--- src/sfb_pkg.sv ---
// package: register map, field layout and constants of the serial channel pair
package sfb_pkg;
    localparam int          ADDR_W          = 4;
    localparam int          CHAN_STRIDE     = 8;
    localparam logic [3:0]  OFF_BAUD_HIGH   = 4'h0;
    localparam logic [3:0]  OFF_BAUD_LOW    = 4'h1;
    localparam logic [3:0]  OFF_CTRL1       = 4'h2;
    localparam logic [3:0]  OFF_CTRL2       = 4'h3;
    localparam logic [3:0]  OFF_STATUS      = 4'h4;
    localparam logic [3:0]  OFF_DATA_HIGH   = 4'h6;
    localparam logic [3:0]  OFF_DATA_LOW    = 4'h7;
    localparam logic [15:0] BAUD_RESET      = 16'h0004;
    localparam int          DIV_W           = 13;
    localparam int          OVERSAMPLE      = 16;
    localparam logic [3:0]  OS_LAST         = 4'hF;
    localparam logic [3:0]  OS_MID          = 4'h7;
    localparam logic [3:0]  OS_BEFORE_MID   = 4'h6;
    localparam logic [3:0]  OS_AFTER_MID    = 4'h8;
    localparam int          CTL1_LOOP       = 7;
    localparam int          CTL1_WIRED      = 6;
    localparam int          CTL1_RSRC       = 5;
    localparam int          CTL1_NINE       = 4;
    localparam int          CTL1_PARITY_ON  = 1;
    localparam int          CTL1_PARITY_ODD = 0;
    localparam int          CTL2_RX_IRQ     = 5;
    localparam int          CTL2_TX_ON      = 3;
    localparam int          CTL2_RX_ON      = 2;
    localparam int          CTL2_BREAK      = 0;
    localparam int          ST_TX_EMPTY     = 7;
    localparam int          ST_TX_DONE      = 6;
    localparam int          ST_RX_FULL      = 5;
    localparam int          ST_OVERRUN      = 3;
    localparam int          ST_FRAME_ERR    = 1;
    localparam int          ST_PARITY_ERR   = 0;
    localparam logic [3:0]  BITS_EIGHT      = 4'h9;
    localparam logic [3:0]  BITS_NINE       = 4'hA;

    typedef struct packed {
        logic        wr;
        logic        rd;
        logic        chan;
        logic [2:0]  offset;
        logic [7:0]  wdata;
    } sfb_bus_type;

    typedef struct packed {
        logic tx_out;
        logic tx_oe_n;
        logic rx_out;
        logic rx_oe_n;
    } sfb_pins_type;

    typedef enum logic [3:0] {
        TX_IDLE  = 4'b0001,
        TX_SHIFT = 4'b0010,
        TX_BREAK = 4'b0100,
        TX_STOP  = 4'b1000
    } sfb_tx_state_type;

    typedef enum logic [3:0] {
        RX_IDLE  = 4'b0001,
        RX_START = 4'b0010,
        RX_DATA  = 4'b0100,
        RX_STOP  = 4'b1000
    } sfb_rx_state_type;
endpackage

--- src/sfb_top.sv ---
// two serial channels with baud generators, framing, parity and pin sharing
`timescale 1ns/10ps
module sfb_top (
    input  wire logic                      clk,
    input  wire logic                      arst_n,
    input  wire logic [sfb_pkg::ADDR_W-1:0] addr,
    input  wire logic [7:0]                wdata,
    input  wire logic                      wr_stb,
    input  wire logic                      rd_stb,
    output logic      [7:0]                rdata,
    input  wire logic                      special_mode,
    input  wire logic                      wait_state,
    input  wire logic                      pll_supply_rail,
    input  wire logic [1:0]                tx_pin_in,
    input  wire logic [1:0]                rx_pin_in,
    input  wire logic [1:0]                gp_tx_out,
    input  wire logic [1:0]                gp_tx_oe_n,
    input  wire logic [1:0]                gp_rx_out,
    input  wire logic [1:0]                gp_rx_oe_n,
    output logic      [1:0]                tx_pin_out,
    output logic      [1:0]                tx_pin_oe_n,
    output logic      [1:0]                rx_pin_out,
    output logic      [1:0]                rx_pin_oe_n,
    output logic      [1:0]                irq
);
    // one decoded bus request; channel from address bit 3 (eight-byte blocks)
    sfb_pkg::sfb_bus_type bus;
    assign bus = '{wr: wr_stb, rd: rd_stb, chan: addr[3], offset: addr[2:0], wdata: wdata};

    function automatic logic hit(input sfb_pkg::sfb_bus_type b, input logic ch, input logic [3:0] off);
        hit = (b.chan == ch) && ({1'b0, b.offset} == off);
    endfunction

    function automatic logic [8:0] mask_data(input logic [8:0] d, input logic nine);
        mask_data = nine ? d : {1'b0, d[7:0]};
    endfunction

    logic [7:0] ch_rdata [2];
    logic [7:0] next_rdata;
    assign next_rdata = bus.rd ? ch_rdata[bus.chan] : 8'h00;

    always_ff @(posedge clk or negedge arst_n) begin
        if (!arst_n) begin
            rdata <= 8'h00;
        end else begin
            rdata <= next_rdata;
        end
    end

    genvar ch;
    generate
        for (ch = 0; ch < 2; ch++) begin : g_chan
            logic [15:0] baud;
            logic [15:0] baud_live;
            logic [7:0]  ctrl1;
            logic [7:0]  ctrl2;
            logic        armed;
            logic [sfb_pkg::DIV_W-1:0] div_cnt;
            logic        tick;
            logic        tx_empty, tx_done, rx_full, overrun, frame_err, parity_err;
            logic [8:0]  tx_hold;
            logic [8:0]  rx_hold;
            logic [10:0] tx_shift;
            logic [3:0]  tx_bits, tx_os;
            sfb_pkg::sfb_tx_state_type tx_state;
            sfb_pkg::sfb_rx_state_type rx_state;
            logic [3:0]  rx_os, rx_bits;
            logic [9:0]  rx_shift;
            logic [2:0]  rx_vote;
            logic        rx_active;
            logic        irq_q;
            logic        status_seen;
            sfb_pkg::sfb_pins_type pins;

            logic        w_bh, w_bl, w_c1, w_c2, w_dl, r_dl, r_st;
            assign w_bh = bus.wr && hit(bus, ch[0], sfb_pkg::OFF_BAUD_HIGH);
            assign w_bl = bus.wr && hit(bus, ch[0], sfb_pkg::OFF_BAUD_LOW);
            assign w_c1 = bus.wr && hit(bus, ch[0], sfb_pkg::OFF_CTRL1);
            assign w_c2 = bus.wr && hit(bus, ch[0], sfb_pkg::OFF_CTRL2);
            assign w_dl = bus.wr && hit(bus, ch[0], sfb_pkg::OFF_DATA_LOW);
            assign r_dl = bus.rd && hit(bus, ch[0], sfb_pkg::OFF_DATA_LOW);
            assign r_st = bus.rd && hit(bus, ch[0], sfb_pkg::OFF_STATUS);

            logic nine, par_on, par_odd, loop_on, rsrc, tx_on, rx_on;
            assign nine    = ctrl1[sfb_pkg::CTL1_NINE];
            assign par_on  = ctrl1[sfb_pkg::CTL1_PARITY_ON];
            assign par_odd = ctrl1[sfb_pkg::CTL1_PARITY_ODD];
            assign loop_on = ctrl1[sfb_pkg::CTL1_LOOP];
            assign rsrc    = ctrl1[sfb_pkg::CTL1_RSRC];
            assign tx_on   = ctrl2[sfb_pkg::CTL2_TX_ON];
            assign rx_on   = ctrl2[sfb_pkg::CTL2_RX_ON];

            // high byte is staged; the divisor used by the counter changes only on a low-byte write
            logic [15:0] next_baud;
            assign next_baud = w_bh ? {(special_mode ? bus.wdata[7:5] : baud[15:13]), bus.wdata[4:0], baud[7:0]}
                             : w_bl ? {baud[15:8], bus.wdata} : baud;

            // bus read mux; reserved offsets read as zero
            logic [7:0] status;
            assign status = {tx_empty, tx_done, rx_full, rx_active, overrun, 1'b0, frame_err, parity_err};
            always_comb begin
                case (bus.offset)
                    3'h0:    ch_rdata[ch] = baud[15:8];
                    3'h1:    ch_rdata[ch] = baud[7:0];
                    3'h2:    ch_rdata[ch] = ctrl1;
                    3'h3:    ch_rdata[ch] = ctrl2;
                    3'h4:    ch_rdata[ch] = status;
                    3'h6:    ch_rdata[ch] = {7'h00, rx_hold[8]};
                    3'h7:    ch_rdata[ch] = rx_hold[7:0];
                    default: ch_rdata[ch] = 8'h00;
                endcase
            end

            always_ff @(posedge clk or negedge arst_n) begin
                if (!arst_n) begin
                    baud      <= sfb_pkg::BAUD_RESET;
                    baud_live <= sfb_pkg::BAUD_RESET;
                    ctrl1     <= 8'h00;
                    ctrl2     <= 8'h00;
                    armed     <= 1'b0;
                end else begin
                    baud  <= next_baud;
                    ctrl1 <= w_c1 ? bus.wdata : ctrl1;
                    ctrl2 <= w_c2 ? bus.wdata : ctrl2;
                    if (w_bl) begin
                        baud_live <= next_baud;
                    end
                    // armed stays set until reset, so clearing both enables does not stop the generator
                    if (tx_on || rx_on) begin
                        armed <= 1'b1;
                    end
                end
            end

            // modulus counter: one tick per divisor clocks (sixteen per bit)
            logic gen_run;
            logic div_wrap;
            // >= rather than == so a smaller new divisor wraps at once instead of running on to the top
            assign div_wrap = div_cnt >= baud_live[12:0] - 13'h0001;
            assign gen_run = armed && (baud_live[12:0] != 13'h0000);
            always_ff @(posedge clk or negedge arst_n) begin
                if (!arst_n) begin
                    div_cnt <= 13'h0000;
                    tick    <= 1'b0;
                end else if (!gen_run) begin
                    div_cnt <= 13'h0000;
                    tick    <= 1'b0;
                end else begin
                    tick    <= div_wrap;
                    div_cnt <= div_wrap ? 13'h0000 : div_cnt + 13'h0001;
                end
            end

            // transmitter; parity replaces the top data bit
            logic [8:0] tx_data;
            logic       tx_par;
            assign tx_data = mask_data(tx_hold, nine);
            assign tx_par  = (nine ? ^tx_data[7:0] : ^tx_data[6:0]) ^ par_odd;
            logic [8:0] tx_word;
            assign tx_word = !par_on ? tx_data : nine ? {tx_par, tx_data[7:0]} : {1'b0, tx_par, tx_data[6:0]};
            logic [3:0] frame_bits;
            assign frame_bits = nine ? sfb_pkg::BITS_NINE : sfb_pkg::BITS_EIGHT;
            logic tx_line;
            assign tx_line = (tx_state == sfb_pkg::TX_IDLE) ? 1'b1 : tx_shift[0];

            always_ff @(posedge clk or negedge arst_n) begin
                if (!arst_n) begin
                    tx_state <= sfb_pkg::TX_IDLE;
                    tx_shift <= 11'h7FF;
                    tx_bits  <= 4'h0;
                    tx_os    <= 4'h0;
                    tx_hold  <= 9'h000;
                    tx_empty <= 1'b1;
                    tx_done  <= 1'b1;
                end else begin
                    if (w_dl) begin
                        tx_hold  <= {tx_hold[8], bus.wdata};
                        tx_empty <= 1'b0;
                        tx_done  <= 1'b0;
                    end
                    if (bus.wr && hit(bus, ch[0], sfb_pkg::OFF_DATA_HIGH)) begin
                        tx_hold[8] <= bus.wdata[0];
                    end
                    if (tick) begin
                        tx_os <= tx_os + 4'h1;
                    end
                    case (tx_state)
                        sfb_pkg::TX_IDLE: begin
                            if (tick && tx_on && ctrl2[sfb_pkg::CTL2_BREAK]) begin
                                tx_state <= sfb_pkg::TX_BREAK;
                                tx_shift <= 11'h000;
                                tx_bits  <= frame_bits;
                                tx_os    <= 4'h0;
                                tx_done  <= 1'b0;
                            end else if (tick && tx_on && !tx_empty && !w_dl) begin
                                tx_state <= sfb_pkg::TX_SHIFT;
                                tx_shift <= nine ? {1'b1, tx_word, 1'b0} : {2'b11, tx_word[7:0], 1'b0};
                                tx_bits  <= frame_bits;
                                tx_os    <= 4'h0;
                                tx_empty <= 1'b1;
                            end else if (tick && tx_empty) begin
                                tx_done  <= 1'b1;
                            end
                        end
                        sfb_pkg::TX_SHIFT, sfb_pkg::TX_BREAK: begin
                            if (tick && tx_os == sfb_pkg::OS_LAST) begin
                                tx_shift <= {tx_state == sfb_pkg::TX_SHIFT, tx_shift[10:1]};
                                tx_bits  <= tx_bits - 4'h1;
                                if (tx_bits == 4'h0) begin
                                    tx_state <= (tx_state == sfb_pkg::TX_BREAK && ctrl2[sfb_pkg::CTL2_BREAK])
                                              ? sfb_pkg::TX_BREAK : sfb_pkg::TX_STOP;
                                    tx_bits  <= frame_bits;
                                    tx_shift <= (tx_state == sfb_pkg::TX_BREAK) ? 11'h000 : 11'h7FF;
                                end
                            end
                        end
                        sfb_pkg::TX_STOP: begin
                            tx_state <= sfb_pkg::TX_IDLE;
                            tx_shift <= 11'h7FF;
                        end
                        default: tx_state <= sfb_pkg::TX_IDLE;
                    endcase
                end
            end

            // receiver input source: pin, internal loop, or the transmit pin in single-wire mode
            logic rx_src;
            assign rx_src = !loop_on ? rx_pin_in[ch] : rsrc ? tx_pin_in[ch] : tx_line;

            logic [8:0] rx_word;
            logic       rx_par_bad;
            // data enters at the top, so nine bits end up in [9:1] and eight bits in [9:2]
            assign rx_word    = nine ? rx_shift[9:1] : {1'b0, rx_shift[9:2]};
            assign rx_par_bad = par_on && ((nine ? ^rx_word[8:0] : ^rx_word[7:0]) != par_odd);
            // two of three samples high means the low level was a glitch, not a start bit
            logic start_false;
            assign start_false = (rx_vote[0] & rx_vote[1]) | (rx_vote[1] & rx_vote[2]) | (rx_vote[0] & rx_vote[2]);

            always_ff @(posedge clk or negedge arst_n) begin
                if (!arst_n) begin
                    rx_state    <= sfb_pkg::RX_IDLE;
                    rx_os       <= 4'h0;
                    rx_bits     <= 4'h0;
                    rx_shift    <= 10'h000;
                    rx_vote     <= 3'h0;
                    rx_hold     <= 9'h000;
                    rx_full     <= 1'b0;
                    overrun     <= 1'b0;
                    frame_err   <= 1'b0;
                    parity_err  <= 1'b0;
                    rx_active   <= 1'b0;
                    status_seen <= 1'b0;
                end else begin
                    if (r_st) begin
                        status_seen <= 1'b1;
                    end
                    // a new character on the same edge as the clearing read wins
                    if (r_dl && status_seen) begin
                        rx_full     <= 1'b0;
                        overrun     <= 1'b0;
                        frame_err   <= 1'b0;
                        parity_err  <= 1'b0;
                        status_seen <= 1'b0;
                    end
                    if (!rx_on) begin
                        rx_state  <= sfb_pkg::RX_IDLE;
                        rx_active <= 1'b0;
                    end else if (tick) begin
                        rx_os <= rx_os + 4'h1;
                        case (rx_state)
                            sfb_pkg::RX_IDLE: begin
                                rx_os <= 4'h0;
                                if (!rx_src) begin
                                    rx_state  <= sfb_pkg::RX_START;
                                    rx_active <= 1'b1;
                                    rx_vote   <= 3'h0;
                                end
                            end
                            sfb_pkg::RX_START: begin
                                if (rx_os >= sfb_pkg::OS_BEFORE_MID && rx_os <= sfb_pkg::OS_AFTER_MID) begin
                                    rx_vote <= {rx_vote[1:0], rx_src};
                                end
                                if (rx_os == sfb_pkg::OS_AFTER_MID + 4'h1) begin
                                    // two of three low samples confirm the start bit
                                    if (start_false) begin
                                        rx_state  <= sfb_pkg::RX_IDLE;
                                        rx_active <= 1'b0;
                                    end else begin
                                        rx_state <= sfb_pkg::RX_DATA;
                                        rx_bits  <= frame_bits - 4'h1;
                                    end
                                end
                            end
                            sfb_pkg::RX_DATA: begin
                                if (rx_os == sfb_pkg::OS_MID) begin
                                    rx_shift <= {rx_src, rx_shift[9:1]};
                                    rx_bits  <= rx_bits - 4'h1;
                                    if (rx_bits == 4'h1) begin
                                        rx_state <= sfb_pkg::RX_STOP;
                                    end
                                end
                            end
                            sfb_pkg::RX_STOP: begin
                                if (rx_os == sfb_pkg::OS_MID) begin
                                    rx_state  <= sfb_pkg::RX_IDLE;
                                    rx_active <= 1'b0;
                                    rx_hold   <= rx_word;
                                    rx_full   <= 1'b1;
                                    overrun   <= overrun | rx_full;
                                    frame_err <= !rx_src;
                                    parity_err <= rx_par_bad;
                                end
                            end
                            default: rx_state <= sfb_pkg::RX_IDLE;
                        endcase
                    end
                end
            end

            // pin sharing: serial function claims pins only when enabled
            logic tx_claim, rx_claim;
            // loop or single-wire without port drive lets go of the pin, so an outside sender is not fought
            assign tx_claim = tx_on && !(loop_on && gp_tx_oe_n[ch]);
            assign rx_claim = rx_on && !loop_on;
            assign pins = '{tx_out:  tx_claim ? tx_line : gp_tx_out[ch],
                            tx_oe_n: tx_claim ? 1'b0 : gp_tx_oe_n[ch],
                            rx_out:  gp_rx_out[ch],
                            rx_oe_n: rx_claim ? 1'b1 : gp_rx_oe_n[ch]};

            always_ff @(posedge clk or negedge arst_n) begin
                if (!arst_n) begin
                    tx_pin_out[ch]  <= 1'b1;
                    tx_pin_oe_n[ch] <= 1'b1;
                    rx_pin_out[ch]  <= 1'b1;
                    rx_pin_oe_n[ch] <= 1'b1;
                    irq_q           <= 1'b0;
                end else begin
                    tx_pin_out[ch]  <= pins.tx_out;
                    tx_pin_oe_n[ch] <= pins.tx_oe_n;
                    rx_pin_out[ch]  <= pins.rx_out;
                    rx_pin_oe_n[ch] <= pins.rx_oe_n;
                    irq_q <= ctrl2[sfb_pkg::CTL2_RX_IRQ] && (rx_full || overrun ||
                             (rx_active && wait_state && pll_supply_rail));
                end
            end
            assign irq[ch] = irq_q;
        end
    endgenerate
endmodule

--- config.mk ---
export PLATFORM = sky130hd
export DESIGN_NAME = sfb_top
export DESIGN_NICKNAME = d
export VERILOG_FILES = /design/src/sfb_pkg.sv /design/src/sfb_top.sv
export SDC_FILE = /design/constraint.sdc
export NUM_CORES = 1
export LEC_CHECK = 0
export BUFFER_PORTS_ARGS = -buffer_cell sky130_fd_sc_hd__buf_2
export CAP_MARGIN = 20
export CORE_MARGIN = 4
export CORE_UTILIZATION = 37
export CTS_BUF_LIST = sky130_fd_sc_hd__clkbuf_8
export CTS_CLUSTER_DIAMETER = 150
export DETAILED_ROUTE_END_ITERATION = 6
export GPL_TIMING_DRIVEN = 0
export PLACE_DENSITY = 0.58
export SETUP_SLACK_MARGIN = 0.1
export SKIP_CTS_REPAIR_TIMING = 1
export SLEW_MARGIN = 20
export SYNTH_ARGS = -nofsm -noshare
export SYNTH_HDL_FRONTEND = slang
export SYNTH_SLANG_ARGS = --single-unit
--- constraint.sdc ---
create_clock -name clk -period 8.77 [get_ports clk]
set_input_delay 1.754 -clock clk [delete_from_list [all_inputs] [get_ports clk]]
set_output_delay 1.754 -clock clk [all_outputs]
set_load 0.01 [all_outputs]
Yosys cells after proc, flatten, opt, wreduce, memory -nomap -nowiden
Cells that the tools add are included.
{ "word_totals": {"register_bits": 286, "latchBits": 0, "ram_bits": 0, "mem_bits_ro": 0, "out_inout_bits": 18, "n_memories": 0} }
{ "op_classes": {"add_sub_neg": 14, "mul": 0, "n_div": 0, "order_cmp": 7, "n_eq_ne": 64, "n_shift": 0, "mux": 200, "bitwise_logic": 16, "reduce_logical": 125} }
{ "op_table": {"columns": ["cell", "n"], "rows": [
  ["2-to-1 mux 4 bit", 48],
  ["one-hot mux 8 bit (7 select lines)", 2],
  ["2-to-1 mux 11 bit", 10],
  ["2-to-1 mux 1 bit", 94],
  ["2-to-1 mux 9 bit", 8],
  ["one-hot mux 11 bit (3 select lines)", 2],
  ["logical AND 1 bit", 64],
  ["2-to-1 mux 13 bit", 4],
  ["2-to-1 mux 8 bit", 6],
  ["one-hot mux 4 bit (2 select lines)", 6],
  ["inequality test 3 bit, second input constant", 12],
  ["AND reduction 6 bit", 6],
  ["equality test 4 bit, second input constant", 8],
  ["2-to-1 mux 16 bit", 2],
  ["one-hot mux 4 bit (4 select lines)", 2],
  ["XOR reduction 8 bit", 4],
  ["inequality test 2 bit, second input constant", 14],
  ["adder 13 x 1 -> 13 bit, second input constant", 2],
  ["greater-or-equal comparator 13 bit", 2],
  ["nonzero test 13 bit", 2],
  ["subtractor 13 x 1 -> 13 bit, second input constant", 2],
  ["equality test 4 x 1 -> 1 bit, second input constant", 6],
  ["equality test 4 x 3 -> 1 bit, second input constant", 6],
  ["2-to-1 mux 3 bit", 8],
  ["35 further kinds", 106]
]} }

Depth between registers and ports, before layout
Gate-level depths: netlist (run 1).
{ "logic_depth": {"depth_word": 10, "ltp_mapped": 15} }

Worst setup path before layout (run 1)
Ideal clock, no wire load.
{ "synth_path": {"kind": "input to register", "startpoint": "input wr_stb", "endpoint": "register g_chan[1].tx_bits[3]", "setup_ps": 124, "arrival_ps": 3083, "t_required_ps": 8646, "setup_slack_ps": 5563, "stages": 9, "n_path_buf": 3, "path_cell_list": "buf_2 -> nand3_2 -> o2111ai_2 -> a21boi_4 -> or2_1 -> buf_2 -> buf_6 -> a21oi_1 -> o21bai_1"} }
{ "synth_via": {"elab_chain_cells": 5} }
{ "synth_rtl": {"columns": ["element", "line", "text"], "rows": [
  ["from (decl)", "sfb_top.sv:8", "input wire logic wr_stb,"],
  ["logical AND 1 bit", "sfb_top.sv:80", "assign w_dl = bus.wr && hit(bus, ch[0], sfb_pkg::OFF_DATA_LOW);"],
  ["logical NOT 1 bit", "sfb_top.sv:195", "end else if (tick && tx_on && !tx_empty && !w_dl) begin"],
  ["logical AND 1 bit", "sfb_top.sv:195", null],
  ["inequality test 3 x 1 -> 1 bit (no line)", null, null],
  ["AND reduction 3 bit (no line)", null, null],
  ["to (signal assigned)", "sfb_top.sv:192", "tx_bits <= frame_bits;"],
  ["to (signal assigned)", "sfb_top.sv:198", "tx_bits <= frame_bits;"],
  ["to (signal assigned)", "sfb_top.sv:208", "tx_bits <= tx_bits - 4'h1;"],
  ["to (decl)", "sfb_top.sv:64", "logic [3:0] tx_bits, tx_os;"]
]} }
No other way between the ends.
A chain may end at the register's enable or synchronous reset.

Worst setup path in the final report (run 1)
{ "layout_path": {"startpoint": "register g_chan[1].baud_live[0]", "endpoint": "register g_chan[1].div_cnt[10] (netlist name)"} }
{ "layout_via": {"elab_chain_cells": 4, "word_cells_on_any_way": 6, "cone_classes": "add/sub: 1; order compare: 1; mux: 2; reduce/logical: 2"} }
{ "layout_rtl": {"columns": ["element", "line", "text"], "rows": [
  ["from (decl)", "sfb_top.sv:54", "logic [15:0] baud_live;"],
  ["from (signal assigned)", "sfb_top.sv:117", "baud_live <= sfb_pkg::BAUD_RESET;"],
  ["from (signal assigned)", "sfb_top.sv:126", "baud_live <= next_baud;"],
  ["subtractor 13 x 1 -> 13 bit", "sfb_top.sv:139", "assign div_wrap = div_cnt >= baud_live[12:0] - 13'h0001;"],
  ["greater-or-equal comparator 13 bit", "sfb_top.sv:139", null],
  ["2-to-1 mux 13 bit", "sfb_top.sv:150", "div_cnt <= div_wrap ? 13'h0000 : div_cnt + 13'h0001;"],
  ["2-to-1 mux 13 bit *", "sfb_top.sv:145", "end else if (!gen_run) begin"],
  ["to (signal assigned)", "sfb_top.sv:150", null],
  ["to (decl)", "sfb_top.sv:58", "logic [sfb_pkg::DIV_W-1:0] div_cnt;"]
]} }
Mark *: on every way between the ends. The rest lies on a longest branch, timed or not.

==> results of run 1 <==
## cells by family (layout without fill, tap and decap cells)
| logic type | count (synthesis) | in the layout | share of synthesized area |
|---|---|---|---|
| AOI/OAI and AO/OA | 291 | 291 | 0.125 |
| and+or+nand+nor | 540 | 540 | 0.177 |
| xor gates and xnor gates | 90 | 90 | 0.0546 |
| DFF | 284 | 284 | 0.479 |
| adders and majority gates | 48 | 48 | 0.0398 |
| buffers and inverters | 108 | 236 | 0.0327 |
| muxes | 122 | 122 | 0.0920 |
## cells in the mapped netlist, types with 6 or more instances
| library cell | n |
|---|---|
| xnor2_1 | 54 |
| dfrtp_1 | 242 |
| mux2i_1 | 26 |
| nor4_1 | 6 |
| nor2b_1 | 22 |
| mux2_2 | 92 |
| nor2_1 | 137 |
| ha_1 | 46 |
| o21ai_0 | 79 |
| and2_1 | 7 |
| clkbuf_1 | 33 |
| buf_4 | 9 |
| o221ai_1 | 6 |
| a21o_1 | 11 |
| a21oi_1 | 74 |
| nand2b_1 | 10 |
| xor2_1 | 34 |
| nand2_1 | 202 |
| nand3_1 | 29 |
| o211ai_1 | 8 |
| inv_1 | 39 |
| nor4b_1 | 6 |
| a21boi_0 | 15 |
| nor3b_1 | 6 |
| nand3b_1 | 7 |
| o31ai_1 | 8 |
| a22oi_1 | 22 |
| buf_2 | 19 |
| and3_1 | 23 |
| a31oi_1 | 20 |
| dfstp_2 | 42 |
| nand4_1 | 8 |
| nor3_1 | 38 |
## per-layer routing
layer	track usage	share of wire	vias up
met4	0.0518	0.030	2
met3	0.0258	0.042	78
met5	0	0.00021	-
li1	-	-	5399
met1	0.234	0.46	5538
met2	0.281	0.47	207
## path summary, 6_finish.rpt
kind | depth (start not counted) | startpoint | slack, ps | endpoint
worst min-delay path | 2 | g_chan[1].baud[7] | 480 | g_chan[1].baud[7]
worst max-delay path | 12 | g_chan[1].baud_live[0] | 5400 | g_chan[1].div_cnt[10]
worst min register to register | 2 | g_chan[1].baud[7] | 480 | g_chan[1].baud[7]
worst max register to register | 12 | g_chan[1].baud_live[0] | 5400 | g_chan[1].div_cnt[10]
max in group asynchronous | 3 | arst_n | 6550 | g_chan[0].tx_shift[7]
min in group asynchronous | 1 | arst_n | 1110 | g_chan[0].div_cnt[3]
## cell type report
cell class                 instances  area share
buffer                            69      0.0204
clock buffer                      62      0.0507
clock inverter                    25     0.00579
inverter                          39     0.00869
multi-input combinational       1091       0.434
sequential                       284       0.425
tap                              525      0.0390
timing repair buffer              41      0.0168
## critical path, delay by kind of cell, from the launching register on
family | cells | cell delay, ps
XOR/XNOR | 1 | 100
AND/OR/NAND/NOR | 6 | 1600
buffers and inverters | 2 | 290
adder cells (fa/ha/maj) | 2 | 540
AO/OA/AOI/OAI | 1 | 310
flip-flops | 1 | 380
## through the flow
step	instance area, um2	worst slack [ps]	util	total power [mW]
final	16800	5400	0.423	4.13
after detailed placement	15900	4920	0.399	2.99
after CTS	16800	5400	0.423	4.18
after global placement	15800	518	0.397	2.94
after floorplan	14900	5560	-	2.64
after global routing	16800	5120	0.423	4.42
## sequential cells by signal, indices dropped and copies added, names as in the netlist, 6 cells and up
name / count
g_chan.baud_live: 26
g_chan.rx_state: 8
g_chan.rx_shift: 18
g_chan.tx_hold: 18
g_chan.rx_hold: 18
g_chan.tx_shift: 22
g_chan.tx_bits: 8
g_chan.rx_vote: 6
g_chan.ctrl1: 16
g_chan.tx_os: 8
g_chan.div_cnt: 26
g_chan.tx_state: 8
g_chan.rx_bits: 8
rdata: 8
g_chan.baud: 32
g_chan.rx_os: 8
g_chan.ctrl2: 16
## power breakdown
group / internal [mW] / total [mW] / switching [mW] / leakage, nW
clock: 0.630 / 1.17 / 0.539 / 0.575
combinational: 0.517 / 1.12 / 0.606 / 3.42
sequential: 1.60 / 1.84 / 0.232 / 3.55
total: 2.75 / 4.13 / 1.38 / 7.54
==> flow_summary.ini, run 1 <==
[run_status]
status = completed

[logic_synthesis]
ys_ff_latch = 284
ys_types = 89
synth_top_area_frac = 0.405
syn_area_um2 = 14900
syn-num-nets = 1560
synth_cells = 1483
synth_edf_count = 0
synthArstFlopShare = 1.00
ys.flop_type = dfrtp_1
synth_warnings = 0
syn_avg_cell_area_um2 = 10.1
ys_seq_area_frac = 0.479
synth_area_leaders = dfrtp_1, dfstp_2, mux2_2, nand2_1, ha_1
yosysTopAreaCell = dfrtp_1

[worst_setup_path]
cp_max_fo = 10
crit_chain = inv_1, ha_1, nand3_1, or3b_1, nor3_1, xnor2_1, ha_1, nand4_1, nor4_1, a2111o_1, buf_6, nor3_1
slowest_delay_ps = 560
cp_data_arrival_time_ps = 3810
cp-start-kind = register
end_kind = register
slowest_stage = nor4_1
worstSetupPathType = register to register
crit_required_ps = 9210

[worst_hold_path]
hold_path.class = register to register

[finish]
fillCellCount = 3958
seq_area_um2 = 7160
final_cell_mix = dfrtp_1, nand2_1, nor2_1
layout-drive-gt1-share = 0.191
final_common_cell = dfrtp_1
multi_input_area_um2 = 7300
n_antenna_cell = 0
final_cells = 2136
syn2layout_area_growth_pct = 12.7
fin_nets = 1651

[die]
io_pins = 49
die_w_um = 209
die-area_um2 = 43700
fp-row-count = 73
die_h_um = 209
core_area_um2 = 39800
start_util = 0.375

[power_and_ir_drop]
p_leak_nw = 7.54
power_density_nw_per_um2 = 245
vdd_drop_max_mv = 0.131

[grt]
grt_pass1_wl_um = 61300
grt_usage = 0.171
antenna_found_initial = 1
grt_max_degree = 93
grt_pass1_vias = 11300
grt_overflow_total = 0

[cts]
clkTransAtPathRegs_ps = 60
cts_buffers = 48
cts.sinks = 284
cts_tree = built
clock_latency_ps = 580
cts-root-buf = clkbuf_8
clk_path_buf_depth = 3
htreeDepth = 2

[placed_design]
dp_hpwl_um = 26700
placement.io_buffers = 38
dp_cells = 2049
globalplace.congestion = 0.894

[sta]
hold_slack_ps = 477
slew_violations = 0
min_period_over_period = 0.384
setup_violations = 0
slew_headroom = 0.440
finalSetupTns_ps = 0
worst_pin_slew_ps = 837
fin_crit_ps = 3370
hold_viol_final = 0
final.setup_skew_ps = 20.6
rsz0062_at_grt = false
clock.fmax_mhz = 297

[drt]
drc = 0
firstDrtPassIters = 6
drtIter0Drc = 670
wl_per_cell_um = 17.5
vias = 11200
ant_nets = 0
wl_um = 37500
vias_per_cell = 5.25

[job]
cap_violations = 0
Power figures use the tool's default switching activity.
==> inputs of run 2 (changes only) <==
Settings changed: ABC_AREA set to 1, PLACE_DENSITY 0.58 to 0.6.
Clock period 8.77 ns to 3 ns, I/O delays scaled along.
==> run 2 against run 1 <==
Net effect: sequential power rose to 2.9 times the previous value; wire length rose by 5.2%; first-iteration DRC count rose by 37%; register-to-register slack got worse by 5000 ps; total power rose to 3.2 times the previous value; via count rose by 14%; clock skew rose by 9.8 ps; utilization rose by 0.65 points; sequential share of layout area fell by 0.55 points; highest routed layer unchanged.
==> flow_summary.ini, run 2 <==
[run_status]
status = completed

[worst_setup_path]
worstSetupPathType = register to register
slowest_stage = dfrtp_1
end_kind = register
worstPathBufferInverterCount = 2
r2r_cells = 14
slowest_delay_ps = 410
crit_required_ps = 3490
ff2ff_setup_slack_ps = 350
cp_max_fo = 10
cp_data_arrival_time_ps = 3140
crit_family = simple AND/OR/NAND/NOR gates
worstReg2RegEnd = g_chan[0].div_cnt[4]
crit_chain = nor2_1, nand3_2, nor3_2, nand3_1, nor3_2, xor2_1, inv_1, ha_1, nand2_1, nor4_2, nand2_1, nand3_2, buf_6, nor3_1
r2r_start = g_chan[0].baud_live[3]
cp-start-kind = register

[die]
die-area_um2 = 43500
start_util = 0.374
die_w_um = 208
die_h_um = 208
fp-row-count = 73
core_area_um2 = 39700
io_pins = 49

[grt]
antenna_found_initial = 3
grt_usage = 0.181
grt_pass1_vias = 12400
grt_max_degree = 97
grt_pass1_wl_um = 65100
grt_overflow_total = 0

[sta]
min_period_over_period = 0.883
worst_pin_slew_ps = 734
clock.fmax_mhz = 378
slew_headroom = 0.507
setup_violations = 0
fin_crit_ps = 2650
slew_violations = 0
final.setup_skew_ps = 30.4
rsz0062_at_grt = true
hold_viol_final = 0
finalSetupTns_ps = 0

[power_and_ir_drop]
vdd_drop_max_mv = 0.393
power_density_nw_per_um2 = 772
clock_power_share = 0.292
switching_share = 0.365
p_int_mw = 8.36
power_frac_comb = 0.298
net-switching-power_mw = 4.81
p_leak_nw = 8.21
seqPwrFrac = 0.410

[finish]
fillCellCount = 3959
seq_area_um2 = 7160
largest_reg_flops = 32
final_cells = 2523
fin_nets = 2033
multi_input_area_um2 = 6690
regMostFlops = g_chan.baud
final_cell_mix = nand2_1, inv_1, dfrtp_1
n_antenna_cell = 0
final_util = 0.429
layout-drive-gt1-share = 0.129
syn2layout_area_growth_pct = 14.8
final_common_cell = nand2_1
reg_top3 = g_chan.baud x32, g_chan.baud_live x26, g_chan.div_cnt x26

[cts]
cts-root-buf = clkbuf_8
clkTransAtPathRegs_ps = 60
htreeDepth = 2
clock_latency_ps = 630
cts.sinks = 284
clk_path_buf_depth = 3
cts_buffers = 50
cts_tree = built

[logic_synthesis]
synth_edf_count = 0
ys_ff_latch = 284
synth_top_family_by_area = simple AND/OR/NAND/NOR gates
ys.flop_type = dfrtp_1
synthArstFlopShare = 1.00
synth_cells = 1849
synth-xor-area-share = 0.0289
ys_types = 48
synthTopCellsByCount = nand2_1, dfrtp_1, inv_1, o21ai_0, nor2_1
ys_seq_area_frac = 0.482
synth_compound_area_frac = 0.138
synth_area_leaders = dfrtp_1, nand2_1, o21ai_0, dfstp_2, inv_1
synth_top_area_frac = 0.407
synth_warnings = 0
yosysMostFrequentCell = nand2_1
syn_area_um2 = 14900
syn-num-nets = 1926
synthAdderAreaFrac = 0.0387
synth_mux_area_frac = 0.00530
synthSimpleGateAreaFrac = 0.234
syn_avg_cell_area_um2 = 8.04
yosysTopAreaCell = dfrtp_1

[worst_hold_path]
holdPathEnd = rx_pin_out[0]
hold_path.class = primary input to register
min-delay-start = gp_rx_out[0]
hold_depth = 1

[placed_design]
dp_hpwl_um = 28200
globalplace.congestion = 0.908
dp_cells = 2425
placement.io_buffers = 48

[drt]
vias = 12800
firstDrtPassIters = 6
drtIter0Drc = 915
wl_um = 39400
drc = 0
vias_per_cell = 5.07
ant_nets = 0
wl_per_cell_um = 15.6

[job]
cap_violations = 0
run 2: cell types whose count changed after synthesis, sizes merged, moves of 15 or more:
| cell | previous run | this run |
|---|---|---|
| mux2 | 93 | 7 |
| inv | 39 | 234 |
| nor2b | 22 | 0 |
| nand2 | 202 | 468 |
| nand3 | 30 | 101 |
| clkbuf | 36 | 21 |
| o21ai | 84 | 232 |
| nand4 | 8 | 25 |
| mux2i | 26 | 0 |
| xnor2 | 54 | 10 |
| and3 | 23 | 2 |
| a22oi | 22 | 5 |
run 2: worst max-delay path by stage:
stage	depth (start not counted)	slack [ps]	end	start
finish	14	350	g_chan[0].div_cnt[4]	g_chan[0].baud_live[3]
global placement	1	-4120	g_chan[1].tx_os[1]	arst_n
floorplan	14	380	g_chan[0].div_cnt[10]	g_chan[0].baud_live[3]
CTS	15	-170	g_chan[0].tick	g_chan[0].baud_live[0]
global route	15	90	g_chan[0].tick	g_chan[0].baud_live[3]
detailed placement	15	-160	g_chan[0].tick	g_chan[0].baud_live[1]
run 2: kinds of logic after synthesis:
kind of cell    Yosys count
compound gates          375
xor+xnor                 49
fa+ha+maj                46
buf+inv                 278
flops                   284
mux                       7
simple gates            810
run 2: routing by layer:
layer | wire length (um) | GRT usage | vias to the layer above
li1 | - | - | 6304
met1 | 18200 | 0.247 | 6098
met2 | 17900 | 0.289 | 299
met3 | 2070 | 0.0400 | 82
met4 | 1200 | 0.0569 | 6
met5 | 36 | 0 | -
run 2: through the flow:
step / cell area, um2 / power (mW) / hold slack [ps] / setup WS (ps)
after floorplan: 14900 / 8.21 / 304 / 379
after global placement: 15800 / 9.19 / 454 / -4120
after detailed placement: 15900 / 9.35 / 461 / -159
after CTS: 16900 / 13.3 / -129 / -173
after global routing: 17100 / 14.2 / 44.7 / 86.9
final: 17100 / 13.2 / 95.8 / 351
run 2: power groups by stage:
stage	registers (mW)	logic [mW]	clock network (mW)
finish	5.41	3.92	3.84
global route	5.51	4.55	4.15
CTS	5.39	3.92	3.95
detailed placement	5.44	3.90	0
global placement	5.42	3.77	0
floorplan	5.26	2.95	0
run 2: area by class of cell:
| class | instances | share of cell area |
|---|---|---|
| plain buffers | 43 | 0.0134 |
| clock buffers | 66 | 0.0532 |
| clock inverters | 28 | 0.0103 |
| inverters | 235 | 0.0517 |
| multi-input cells | 1287 | 0.392 |
| flip-flops and latches | 284 | 0.420 |
| well taps | 525 | 0.0385 |
| repair buffers | 55 | 0.0214 |
